`config.mk`:
```
export PLATFORM = sky130hd
export DESIGN_NAME = adc_compare_delay_result_regs
export DESIGN_NICKNAME = d
export VERILOG_FILES = /design/src/common/adc_cmp_pkg.sv /design/src/design/adc_compare_delay_result_regs.sv
export SDC_FILE = /design/constraint.sdc
export NUM_CORES = 1
export LEC_CHECK = 0
export BUFFER_PORTS_ARGS = -buffer_cell sky130_fd_sc_hd__buf_2
export CAP_MARGIN = 10
export CORE_ASPECT_RATIO = 1.5
export CORE_UTILIZATION = 54
export CTS_CLUSTER_DIAMETER = 60
export DETAILED_ROUTE_END_ITERATION = 6
export GPL_ROUTABILITY_DRIVEN = 0
export HOLD_SLACK_MARGIN = 0.05
export PLACE_DENSITY = 0.85
export SLEW_MARGIN = 5
export SYNTH_ARGS = -nofsm -noshare
export SYNTH_HDL_FRONTEND = slang
export SYNTH_SLANG_ARGS = --single-unit
```
`constraint.sdc`:
```
create_clock -name clk_i -period 3.9 [get_ports clk_i]
set_clock_uncertainty 0.05 [all_clocks]
set_input_delay 0.78 -clock clk_i [delete_from_list [all_inputs] [get_ports clk_i]]
set_output_delay 0.78 -clock clk_i [all_outputs]
set_load 0.03 [all_outputs]
```
`src/common/adc_cmp_pkg.sv`:
```
// Constants and carrier types for the converter control block.
// Assumes a 32-bit classic Wishbone host; registers sit in bits 7:0 of a word.
package adc_cmp_pkg;
    // Register indices; byte address is four times the index
    localparam logic [7:0] IDX_RES_LO = 8'hC2;
    localparam logic [7:0] IDX_RES_HI = 8'hC3;
    localparam logic [7:0] IDX_CMP_LO = 8'hCE;
    localparam logic [7:0] IDX_CMP_HI = 8'hCF;
    localparam logic [7:0] IDX_CTL2 = 8'hE2;
    localparam logic [7:0] IDX_DLY_LO = 8'hE3;
    localparam logic [7:0] IDX_DIDS = 8'hF6;
    localparam logic [7:0] IDX_CONV = 8'hD0;
    // Fields of compare_brake_control
    localparam int B_BRAKE_EN = 7;
    localparam int B_POL = 6;
    localparam int B_CMP_EN = 5;
    localparam int B_CMP_OUT = 4;
    localparam int B_DLY8 = 0;
    // Fields of the conversion control register
    localparam int B_EXT_SEL = 0;
    localparam int B_BUSY = 1;
    localparam int B_DONE = 2;
    localparam int B_RUN = 3;
    localparam logic [7:0] RST_BYTE = 8'h00;
    localparam logic [31:0] RST_WORD = 32'h0000_0000;

    typedef enum logic [1:0] {
        ST_IDLE = 2'b00,
        ST_DELAY = 2'b01,
        ST_CONV = 2'b10
    } conv_state_e;

    // Answer of the analog core at the end of a conversion
    typedef struct packed {
        logic done;
        logic [11:0] result;
    } conv_rsp_s;
endpackage

```
`src/design/adc_compare_delay_result_regs.sv`:
```
// Converter control: result/compare registers, comparator with fault brake,
// external trigger delay and digital input disconnect.
// Assumes an analog core that answers a start pulse with one done pulse plus result.
//
// Implementation choice: the Wishbone register port.
`timescale 1ns/1ps
module adc_compare_delay_result_regs
    import adc_cmp_pkg::*;
#(
    parameter int RES_W = 12,
    parameter int CH_N = 8,
    parameter int DLY_W = 9
) (
    input wire logic clk_i,
    input wire logic rst_i,
    input wire logic ce_i,
    input wire logic wb_cyc_i,
    input wire logic wb_stb_i,
    input wire logic wb_we_i,
    input wire logic [31:0] wb_adr_i,
    input wire logic [3:0] wb_sel_i,
    input wire logic [31:0] wb_dat_i,
    output logic [31:0] wb_dat_o,
    output logic wb_ack_o,
    input wire logic ext_trig_i,
    input wire conv_rsp_s conv_rsp_i,
    output logic conv_start_o,
    output logic fault_brake_o,
    output logic pwm_run_o,
    input wire logic [CH_N-1:0] pin_din_i,
    output logic [CH_N-1:0] pin_din_o,
    output logic [CH_N-1:0] din_disable_o
);

    // Field positions are fixed by the register map; other sizes cannot be served
    if (RES_W != 12 || CH_N != 8 || DLY_W != 9) begin : g_size_check
        $error("Register layout serves only 12-bit result, 8 channels, 9-bit delay");
    end

    localparam logic [DLY_W-1:0] DLY_ZERO = '0;
    localparam logic [DLY_W-1:0] DLY_ONE = {{(DLY_W-1){1'b0}}, 1'b1};

    // Comparator decision for a given polarity
    function automatic logic cmp_eval(input logic pol, input logic [11:0] res,
                                      input logic [11:0] thr);
        cmp_eval = pol ? (res < thr) : (res >= thr);
    endfunction

    logic ack_q;
    logic [31:0] rdat_q;
    logic [11:0] result_q;
    logic [11:0] thr_q;
    logic brake_en_q, pol_q, cmp_en_q, cmp_out_q, dly8_q;
    logic [7:0] dly_lo_q;
    logic [7:0] dids_q;
    logic ext_sel_q, done_q, run_q, brake_q, start_q;
    logic [DLY_W-1:0] cnt_q;
    logic [CH_N-1:0] pin_q;
    conv_state_e state_q;

    logic req, wr, rd;
    logic [7:0] idx;
    logic [7:0] wbyte;
    logic done_take, trig_take, sw_start, brake_cond;
    logic [DLY_W-1:0] dly_val;
    logic [7:0] rbyte;

    assign req = wb_cyc_i && wb_stb_i && !ack_q;
    assign idx = wb_adr_i[9:2];
    assign wr = req && wb_we_i && wb_sel_i[0];
    assign rd = req && !wb_we_i;
    assign wbyte = wb_dat_i[7:0];
    assign dly_val = {dly8_q, dly_lo_q};
    assign done_take = (state_q == ST_CONV) && conv_rsp_i.done;
    // triggers count only when idle and no result is waiting
    assign trig_take = (state_q == ST_IDLE) && ext_sel_q && ext_trig_i && !done_q;
    // Software start obeys the same idle and flag checks as a trigger
    assign sw_start = (state_q == ST_IDLE) && !done_q && wr && (idx == IDX_CONV)
                      && wbyte[B_BUSY];
    assign brake_cond = brake_en_q && cmp_out_q;

    always_comb begin
        rbyte = RST_BYTE;
        case (idx)
            IDX_RES_LO: rbyte = {4'h0, result_q[3:0]};
            IDX_RES_HI: rbyte = result_q[11:4];
            IDX_CMP_LO: rbyte = {4'h0, thr_q[3:0]};
            IDX_CMP_HI: rbyte = thr_q[11:4];
            IDX_CTL2: rbyte = {brake_en_q, pol_q, cmp_en_q, cmp_out_q, 3'h0, dly8_q};
            IDX_DLY_LO: rbyte = dly_lo_q;
            IDX_DIDS: rbyte = dids_q;
            IDX_CONV: rbyte = {4'h0, run_q, done_q, state_q != ST_IDLE, ext_sel_q};
            default: rbyte = RST_BYTE;
        endcase
    end

    // Bus answer: one wait state, ack for one enabled cycle; unmapped reads return zero
    always_ff @(posedge clk_i) begin
        if (rst_i) begin
            ack_q <= 1'b0;
            rdat_q <= RST_WORD;
        end else if (ce_i) begin
            ack_q <= req;
            if (rd) begin
                rdat_q <= {24'h0, rbyte};
            end
        end
    end

    always_ff @(posedge clk_i) begin
        if (rst_i) begin
            thr_q <= 12'h000;
            dly_lo_q <= RST_BYTE;
            dids_q <= RST_BYTE;
        end else if (ce_i && wr) begin
            if (idx == IDX_CMP_HI) thr_q[11:4] <= wbyte;
            if (idx == IDX_CMP_LO) thr_q[3:0] <= wbyte[3:0];
            if (idx == IDX_DLY_LO) dly_lo_q <= wbyte;
            if (idx == IDX_DIDS) dids_q <= wbyte;
        end
    end

    always_ff @(posedge clk_i) begin
        if (rst_i) begin
            brake_en_q <= 1'b0;
            pol_q <= 1'b0;
            cmp_en_q <= 1'b0;
            dly8_q <= 1'b0;
        end else if (ce_i && wr && idx == IDX_CTL2) begin
            brake_en_q <= wbyte[B_BRAKE_EN];
            pol_q <= wbyte[B_POL];
            cmp_en_q <= wbyte[B_CMP_EN];
            dly8_q <= wbyte[B_DLY8];
        end
    end

    // Comparator output changes only at conversion end or when disabled
    always_ff @(posedge clk_i) begin
        if (rst_i) begin
            cmp_out_q <= 1'b0;
        end else if (ce_i) begin
            if (wr && idx == IDX_CTL2 && !wbyte[B_CMP_EN]) begin
                cmp_out_q <= 1'b0;
            end else if (done_take) begin
                cmp_out_q <= cmp_en_q && cmp_eval(pol_q, conv_rsp_i.result, thr_q);
            end
        end
    end

    always_ff @(posedge clk_i) begin
        if (rst_i) begin
            result_q <= 12'h000;
        end else if (ce_i && done_take) begin
            result_q <= conv_rsp_i.result;
        end
    end

    always_ff @(posedge clk_i) begin
        if (rst_i) begin
            ext_sel_q <= 1'b0;
        end else if (ce_i && wr && idx == IDX_CONV) begin
            ext_sel_q <= wbyte[B_EXT_SEL];
        end
    end

    // Done flag: software writes zero to clear; a completion in the same cycle wins
    always_ff @(posedge clk_i) begin
        if (rst_i) begin
            done_q <= 1'b0;
        end else if (ce_i) begin
            if (done_take) begin
                done_q <= 1'b1;
            end else if (wr && idx == IDX_CONV && !wbyte[B_DONE]) begin
                done_q <= 1'b0;
            end
        end
    end

    // Run bit: the brake clears it and wins over a software set in the same cycle
    always_ff @(posedge clk_i) begin
        if (rst_i) begin
            run_q <= 1'b0;
            brake_q <= 1'b0;
        end else if (ce_i) begin
            brake_q <= brake_cond;
            if (brake_cond) begin
                run_q <= 1'b0;
            end else if (wr && idx == IDX_CONV) begin
                run_q <= wbyte[B_RUN];
            end
        end
    end

    always_ff @(posedge clk_i) begin
        if (rst_i) begin
            state_q <= ST_IDLE;
            cnt_q <= DLY_ZERO;
            start_q <= 1'b0;
        end else if (ce_i) begin
            start_q <= 1'b0;
            case (state_q)
                ST_IDLE: begin
                    if (sw_start) begin
                        start_q <= 1'b1;
                        state_q <= ST_CONV;
                    end else if (trig_take) begin
                        cnt_q <= dly_val;
                        state_q <= ST_DELAY;
                    end
                end
                ST_DELAY: begin
                    if (cnt_q == DLY_ZERO) begin
                        start_q <= 1'b1;
                        state_q <= ST_CONV;
                    end else begin
                        cnt_q <= cnt_q - DLY_ONE;
                    end
                end
                ST_CONV: begin
                    if (conv_rsp_i.done) begin
                        state_q <= ST_IDLE;
                    end
                end
                default: state_q <= ST_IDLE;
            endcase
        end
    end

    // Digital reads of a disconnected channel are forced low
    always_ff @(posedge clk_i) begin
        if (rst_i) begin
            pin_q <= '0;
        end else if (ce_i) begin
            pin_q <= pin_din_i & ~dids_q;
        end
    end

    assign wb_ack_o = ack_q;
    assign wb_dat_o = rdat_q;
    assign conv_start_o = start_q;
    assign fault_brake_o = brake_q;
    assign pwm_run_o = run_q;
    assign pin_din_o = pin_q;
    assign din_disable_o = dids_q;
endmodule

```
# Word-level counts from Yosys, hierarchy flattened
# Index checks and enable logic that the tools add are counted.
[op_classes] n_bitwise=2 n_eq_ne=16 n_addsub=1 order_cmp=2 mux=20 reduce_logical=45
[ops] operator="$eq A8 B8 Y1 const B" count=8
[ops] operator="$pmux W8 S8" count=1
[ops] operator="$mux W9" count=3
[ops] operator="$logic_and A1 B1 Y1" count=23
[ops] operator="$pmux W9 S2" count=1
[ops] operator="$reduce_and A2 Y1" count=8
[ops] operator="$ge A12 B12 Y1" count=1
[ops] operator="$lt A12 B12 Y1" count=1
[ops] operator="$ne A2 B2 Y1 const B" count=5
[ops] operator="$reduce_bool A2 Y1" count=5
[ops] operator="$logic_not A9 Y1" count=1
[ops] operator="$mux W1" count=9
[ops] operator="$sub A9 B1 Y9 const B" count=1
[ops] operator="$and A8 B8 Y8" count=1
[ops] operator="$mux W2" count=4
[ops] operator="$not A8 Y8" count=1
[ops] operator="$pmux W2 S3" count=1
[ops] operator="$logic_not A1 Y1" count=5
[ops] operator="$reduce_and A5 Y1" count=1
[ops] operator="$reduce_and A4 Y1" count=1
[ops] operator="$ne A3 B3 Y1 const B" count=1
[ops] operator="$eq A2 B1 Y1 const B" count=1
[ops] operator="$eq A2 B2 Y1 const B" count=1
[ops] operator="$logic_not A2 Y1" count=1
[ops] operator="$pmux W1 S2" count=1
[word_totals] output_inout_bits=52 input_bits=96 word_cells=106 ff_bits=78

# Logic depth before layout (Yosys ltp)
# Gate-level depths: netlist of the first run.
[logic_depth] depth_word=9 depth_mapped=9 depth_no_buf=8

# Worst setup path after synthesis of the first run
# No wires, ideal clock.
[synth_path] path_type="input to register" startpoint="in wb_adr_i[3]" endpoint="reg cnt_q[1]" path_slack_ns=1.544 n_path_buf=1 t_arrival_ns=2.178 cell_stages=7 required_ns=3.722 setup_ns=0.128 cell_sequence="or3_1 > nor3_4 > a211oi_4 > o21ai_4 > buf_6 > mux2i_1 > nor2_1"
[synth_via] elab_chain_cells=5
[synth_rtl] element="from (decl)" line_no="adc_compare_delay_result_regs.sv:20" text="input wire logic [31:0] wb_adr_i,"
[synth_rtl] element="$eq A8 B8 Y1" line_no="adc_compare_delay_result_regs.sv:78" text="assign sw_start = (state_q == ST_IDLE) && !done_q && wr && (idx == IDX_CONV)"
[synth_rtl] element="$logic_and A1 B1 Y1" line_no="adc_compare_delay_result_regs.sv:78"
[synth_rtl] element="$logic_and A1 B1 Y1" line_no="adc_compare_delay_result_regs.sv:79" text="&& wbyte[B_BUSY];"
[synth_rtl] element="$ne A2 B2 Y1 (no line)"
[synth_rtl] element="$reduce_and A5 Y1 (no line)"
[synth_rtl] element="to (signal assigned)" line_no="adc_compare_delay_result_regs.sv:207" text="cnt_q <= dly_val;"
[synth_rtl] element="to (signal assigned)" line_no="adc_compare_delay_result_regs.sv:216" text="cnt_q <= cnt_q - DLY_ONE;"
[synth_rtl] element="to (decl)" line_no="adc_compare_delay_result_regs.sv:57" text="logic [DLY_W-1:0] cnt_q;"
# Every way passes these cells.
# A chain may end at the register's enable or synchronous reset.

# Worst setup path after layout of the first run
[layout_path] startpoint="in wb_adr_i[2]" endpoint="reg cnt_q[2]"
# Same word-level chain as after synthesis.

==> impl_results.md, run 1 <==
* Grt ovf at 0
* Critical path's slowest cell: or3_1
* Total wire length at 11.3 mm
* Post-synth ARST share at 0%
* DRT iter0 DRCs at 234
* CTS tree: yes
* Flops & latches, synth at 78
* Row cnt at 39
* Final core area utilization at 64.5%
* P&R area growth vs syn at 15.3%
* ANT nets after route at 0
* Final hold vios at 0
* Worst slew pin tran at 0.745 ns
* I/O pins at 148
* Worst EP arrival at 2.80 ns
* Library cells used by synthesis at 60
* Worst skew pair latency at 0.34 ns
* Status: complete, no violations
* Filler instances at 638
* Crit. End Element: flop
* Final Max Slew Viols at 0
* Synth Area per Inst at 8.33 µm²
* Post-DP HPWL at 8.31 mm
* Worst slew margin at 49.9%
* N_diodes at 0
* RSZ-0062 raised after global routing: no
* # port buffers at 72
* Pin count of the biggest net entering global routing at 33
* First-pass GRT wire length at 18.5 mm
* Avg WL per Cell at 16.7 µm
* Mapped Area at 0.00426 mm²
* Hold Path Class: flop to flop
* Vias in the first global route at 3,930
* Largest area contributor in the netlist: dfxtp_1
* CP max stage delay at 0.46 ns
* Via density at 5.83
* Core area at 0.00761 mm²
* CP cell instances: buf_2 > or3_1 > nor3_4 > a211oi_4 > o21ai_4 > mux2i_1 > a31oi_1
* # DRC at 0
* Synth warnings at 0
* Initial core utilization at 55.9%
* Initial antenna violation count at 0
* CTS root buf: clkbuf_16
* Setup violations, final at 0
* Clock transition at the registers of the reported paths at 0.06 ns
* Setup TNS at 0 ns
* Power density over the cells at 389 mW/mm²
* Num CTS Buffers at 9
* Pre-antenna DRT Iters at 5
* Die width at 74.5 µm
* Post-CTS Hold Fix Bufs at 0
* Required time worst endpoint at 4.07 ns
* Aggregate global-route resource usage at 29.3%
* Final worst path period share at 67.4%
* Startpoint types: input pin
* Leakage at 1.92 nW
* Die height at 111 µm
* Maximum vdd drop at 395 µV
* Seq/Total Area, Yosys at 36.7%
* Final net count at 681
* Post-CTS resize count at 0
* Share of post-route cells with drive strength above 1 at 18.9%
* Max Cap Viol at 0
* Ranking of synthesized cells by area: dfxtp_1, mux2i_1, a21oi_1
* Num Clock Sinks at 78
* Critical path class: input pin to flop
* Worst-path fanout max at 23
* Post-synth top flop: dfxtp_1
* Maximum clock frequency at 0.380 GHz
* Depth of the CTS H-tree at 3
* DR vias at 3,957
* Min Tclk post-route at 2.63 ns
* Setup bufs post-CTS at 0
* Number of synthesized flops with an enable pin at 0
* Die footprint at 0.00825 mm²
* Post-Synthesis Cells at 511
* Share of the synthesized area in the top cell type at 36.7%
* Clock buffer depth at 2
placed cells by master (no fill, tap or decap), types with 14 or more instances in the layout:
master | synthesis | layout
mux2i_1 | 33 | 33
nand2_1 | 66 | 66
conb_1 | 1 | 24
a21oi_1 | 50 | 50
o21ai_0 | 14 | 14
dfxtp_1 | 78 | 78
nor2_1 | 37 | 37
nand2b_1 | 20 | 20
nand3_1 | 16 | 16
buf_2 | 3 | 72
inv_1 | 18 | 18
stage by stage:
stage	power [mW]	instances	hold slack (ns)	area [µm²]	worst slack [ns]
after floorplan	0.939	534	0.386	4340	1.54
after global placement	0.970	663	0.392	4570	0.987
after detailed placement	0.974	663	0.400	4570	0.946
after CTS	1.91	679	0.408	4910	1.30
after global routing	1.95	679	0.430	4910	1.12
final	1.91	679	0.406	4910	1.27
logic make-up (layout without fill, tap and decap cells):
family                     after synthesis  after routing  synth area share, %
and+or+nand+nor                        202            202                 25.1
AOI/OAI and AO/OA                      112            112                 16.8
DFF                                     78             78                 36.7
buffers and inverters                   68            111                 8.64
muxes                                   37             37                 8.82
adders and majority gates               13             13                 3.82
other                                    1             24               0.0881
routing by layer:
metal,part of all wire [%],global-route usage (%)
met4,6.3,21.5
met3,4.8,3.45
met1,37,31.1
met2,52,50.8
met5,0,0
cells in the mapped netlist (all sizes together), types with 2 or more instances:
master and count:
a21oi 50, a22o 8, a22oi 11, a31oi 4
and2 2, and3 3, and4 2, buf 31
clkbuf 19, dfxtp 78, ha 13, inv 18
mux2 4, mux2i 33, nand2 66, nand2b 20
nand3 16, nand3b 12, nand4 8, nor2 37
nor2b 6, nor3 9, nor3b 2, nor4 6
nor4b 2, o211ai 2, o21a 2, o21ai 16
o22ai 4, o31ai 2, o32ai 2, or2 2
or3 3, or3b 2, or4 2
cell type report:
| type | instances | area (µm²) | area share, % |
|---|---|---|---|
| multi-input combinational | 388 | 2410 | 49.2 |
| sequential | 78 | 1560 | 31.8 |
| timing repair buffer | 77 | 398 | 8.11 |
| clock buffer | 9 | 225 | 4.59 |
| tap | 102 | 128 | 2.60 |
| clock inverter | 7 | 113 | 2.29 |
| inverter | 18 | 67.6 | 1.38 |
worst max-delay path: cells and delay by family:
family | cells | cell delay, ns
AO/OA/AOI/OAI | 3 | 0.66
buffers and inverters | 1 | 0.28
multiplexers | 1 | 0.23
AND/OR/NAND/NOR | 2 | 0.84
worst paths after layout:
path	slack [ns]	to	depth (start not counted)	start
max reg2reg	1.37	cnt_q[2]	8	cnt_q[0]
min reg2reg	0.41	result_q[5]	2	result_q[5]
max	1.27	cnt_q[2]	7	wb_adr_i[2]
min	0.41	result_q[5]	2	result_q[5]
sequential cells by signal, summed over array words and instances, names as in the netlist, 2 cells and up:
name	count
result_q	12
thr_q	12
cnt_q	9
din_disable_o	8
dly_lo_q	8
pin_din_o	8
wb_dat_o	8
state_q	2
power by group:
part | total (mW) | internal [mW] | switching, mW
sequential | 0.804 | 0.802 | 0.00235
clock | 0.948 | 0.621 | 0.327
combinational | 0.156 | 0.0433 | 0.113
total | 1.91 | 1.47 | 0.442
No activity file was read; power rests on OpenSTA's default activity.
==> run 2: changes to the inputs <==
Settings changed: CORE_UTILIZATION 54 to 46, PLACE_DENSITY 0.85 to 0.77.
Clock period 3.9 ns to 2.2 ns, I/O delays scaled along.
==> impl_results.md, run 2 (synthesis results as in run 1) <==
* Pin count of the biggest net entering global routing at 59 (+79%)
* Hold path depth at 3 (+1)
* Die footprint at 0.00965 mm² (+17%)
* Crit. End Element: flop
* Hold path startpoint: conv_rsp_i[0]
* Vias in the first global route at 4,064 (+3.4%)
* Fin cells at 710 (+4.6%)
* Setup violations, final at 0 (unchanged)
* CTS tree: yes
* # port buffers at 72 (unchanged)
* Worst-path fanout max at 12 (-48%)
* Final worst path period share at 93.3%
* Row cnt at 42 (+7.7%)
* Core area at 0.00888 mm² (+17%)
* First-pass GRT wire length at 19.2 mm (+3.5%)
* Die height at 120 µm (+8.2%)
* Commonest non-fill, non-tap cell in the layout: dfxtp_1
* Depth of the CTS H-tree at 3 (unchanged)
* Post-CTS Hold Fix Bufs at 0 (unchanged)
* Max Cap Viol at 0 (unchanged)
* Final net count at 707 (+3.8%)
* I/O pins at 148 (unchanged)
* Register-to-Register Path Depth at 9 (+1)
* Maximum clock frequency at 0.487 GHz
* Via density at 5.77 (-0.93%)
* Filler instances at 787 (+23%)
* Clock buffer depth at 2 (unchanged)
* DR vias at 4,099 (+3.6%)
* Largest regs: result_q (12), thr_q (12), cnt_q (9)
* R2R Path End: cnt_q[7]
* Grt ovf at 0 (unchanged)
* Initial core utilization at 47.9% (-8.0 points)
* Final hold vios at 0 (unchanged)
* Register Area at 0.00156 mm² (unchanged)
* Min Hold Slack at 0.309 ns (-0.0976 ns)
* Worst reg2reg path startpoint: cnt_q[0]
* Most frequent cells in the layout: dfxtp_1, buf_2, nand2_1
* Final core area utilization at 57.0% (-7.4 points)
* ANT nets after route at 0 (unchanged)
* Worst skew pair latency at 0.34 ns (about the same)
* CTS root buf: clkbuf_16
* Power density over the cells at 592 mW/mm² (+52%)
* R2r setup slk at 0.15 ns (-1.22 ns)
* Die width at 80.6 µm (+8.1%)
* Placed instance count at 697 (+5.1%)
* Worst slew pin tran at 0.518 ns (-0.227 ns)
* Hold Path Class: input pin to flop
* Final Max Slew Viols at 0 (unchanged)
* # DRC at 0 (unchanged)
* Pre-antenna DRT Iters at 5 (unchanged)
* Multi-input logic area at 0.00242 mm² (+0.36%)
* P&R area growth vs syn at 19.0%
* Maximum vdd drop at 425 µV (+7.7%)
* Clock transition at the registers of the reported paths at 0.05 ns (about the same)
* Initial antenna violation count at 0 (unchanged)
* Status: complete, no violations
* Hold Crit Endpoint: result_q[0]
* Startpoint types: flop
* RSZ-0062 raised after global routing: no
* Tot Pwr at 3.00 mW (+57%)
* DRT iter0 DRCs at 257 (+9.8%)
* Num Clock Sinks at 78 (unchanged)
* Num CTS Buffers at 9 (unchanged)
* Avg WL per Cell at 16.7 µm (-0.22%)
* Critical path class: flop to flop
* Leakage at 2.02 nW (+5.5%)
* Worst slew margin at 65.3% (+15 points)
* N_diodes at 0 (unchanged)
* Min Tclk post-route at 2.05 ns
* Total wire length at 11.8 mm (+4.3%)
* Required time worst endpoint at 2.42 ns (-1.65 ns)
* Worst EP arrival at 2.27 ns (-0.53 ns)
* Post-DP HPWL at 9.16 mm (+10%)
* Share of post-route cells with drive strength above 1 at 22.2% (+3.3 points)
* Aggregate global-route resource usage at 26.2% (-3.1 points)
==> run 2: cell count changes in the layout (fill, tap and decap cells not counted), sizes merged <==
cell / previous run / this run
buf: 77 / 103
bufinv: 3 / 0
clkbuf: 9 / 10
clkinvlp: 1 / 0
==> run 2: repair_timing <==
item | in CTS | in global routing
resized for setup | 0 | 2
endpoints found under the hold margin | 0 | 0
buffers inserted | 0 | 0
setup endpoints to repair | 0 | 9
==> run 2: cell type report <==
| type | count | share of cell area (%) |
|---|---|---|
| Multi-Input combinational cell | 388 | 47.9 |
| Sequential cell | 78 | 30.8 |
| Timing Repair Buffer | 103 | 12.5 |
| Clock buffer | 10 | 4.52 |
| Tap cell | 110 | 2.72 |
| Inverter | 18 | 1.33 |
| Clock inverter | 3 | 0.296 |
==> run 2: critical path: stages, from the launching register on <==
cell	delay [ns]
dfxtp_1	0.41
inv_1	0.09
ha_1	0.22
nor3b_2	0.17
nand3_1	0.14
and2_1	0.23
o21ai_4	0.10
buf_12	0.16
or2_2	0.28
a21oi_1	0.11
==> run 2: where the power goes <==
part	switching, mW	internal [mW]
clock network	0.540	0.738
registers	0.00488	1.42
logic	0.201	0.0906
total	0.747	2.25
==> run 2: how the worst max path moves through the flow <==
stage          slack, ns  cells after the start   startpoint     endpoint
3_5_place_dp       -0.03                      6  wb_adr_i[3]  wb_dat_o[6]
4_1_cts             0.01                      9     cnt_q[0]     cnt_q[4]
5_1_grt             0.01                      8     thr_q[9]    cmp_out_q
6_report            0.15                      9     cnt_q[0]     cnt_q[7]
3_3_place_gp       -0.03                      6  wb_adr_i[3]  wb_dat_o[4]
2_1_floorplan       0.16                      9     cnt_q[0]     cnt_q[1]
==> run 2: routing by layer <==
| metal | global-route usage (%) | routed length (µm) | share of wire (%) | up-vias |
|---|---|---|---|---|
| li1 | - | - | - | 1936 |
| met3 | 5.93 | 454 | 3.8 | 56 |
| met1 | 26.5 | 4230 | 36 | 1964 |
| met2 | 46.0 | 6410 | 54 | 143 |
| met4 | 18.6 | 743 | 6.3 | 0 |
| met5 | 0 | 0 | 0 | - |
==> run 2: metrics by stage <==
step | setup WS, ns | area [µm²] | TNS (ns)
3_3_place_gp | -0.0290 | 4810 | -0.222
6_report | 0.147 | 5060 | 0
3_5_place_dp | -0.0299 | 4810 | -0.221
4_1_cts | 0.0118 | 5060 | 0
5_1_grt | 0.0135 | 5060 | 0
2_1_floorplan | 0.157 | 4340 | 0
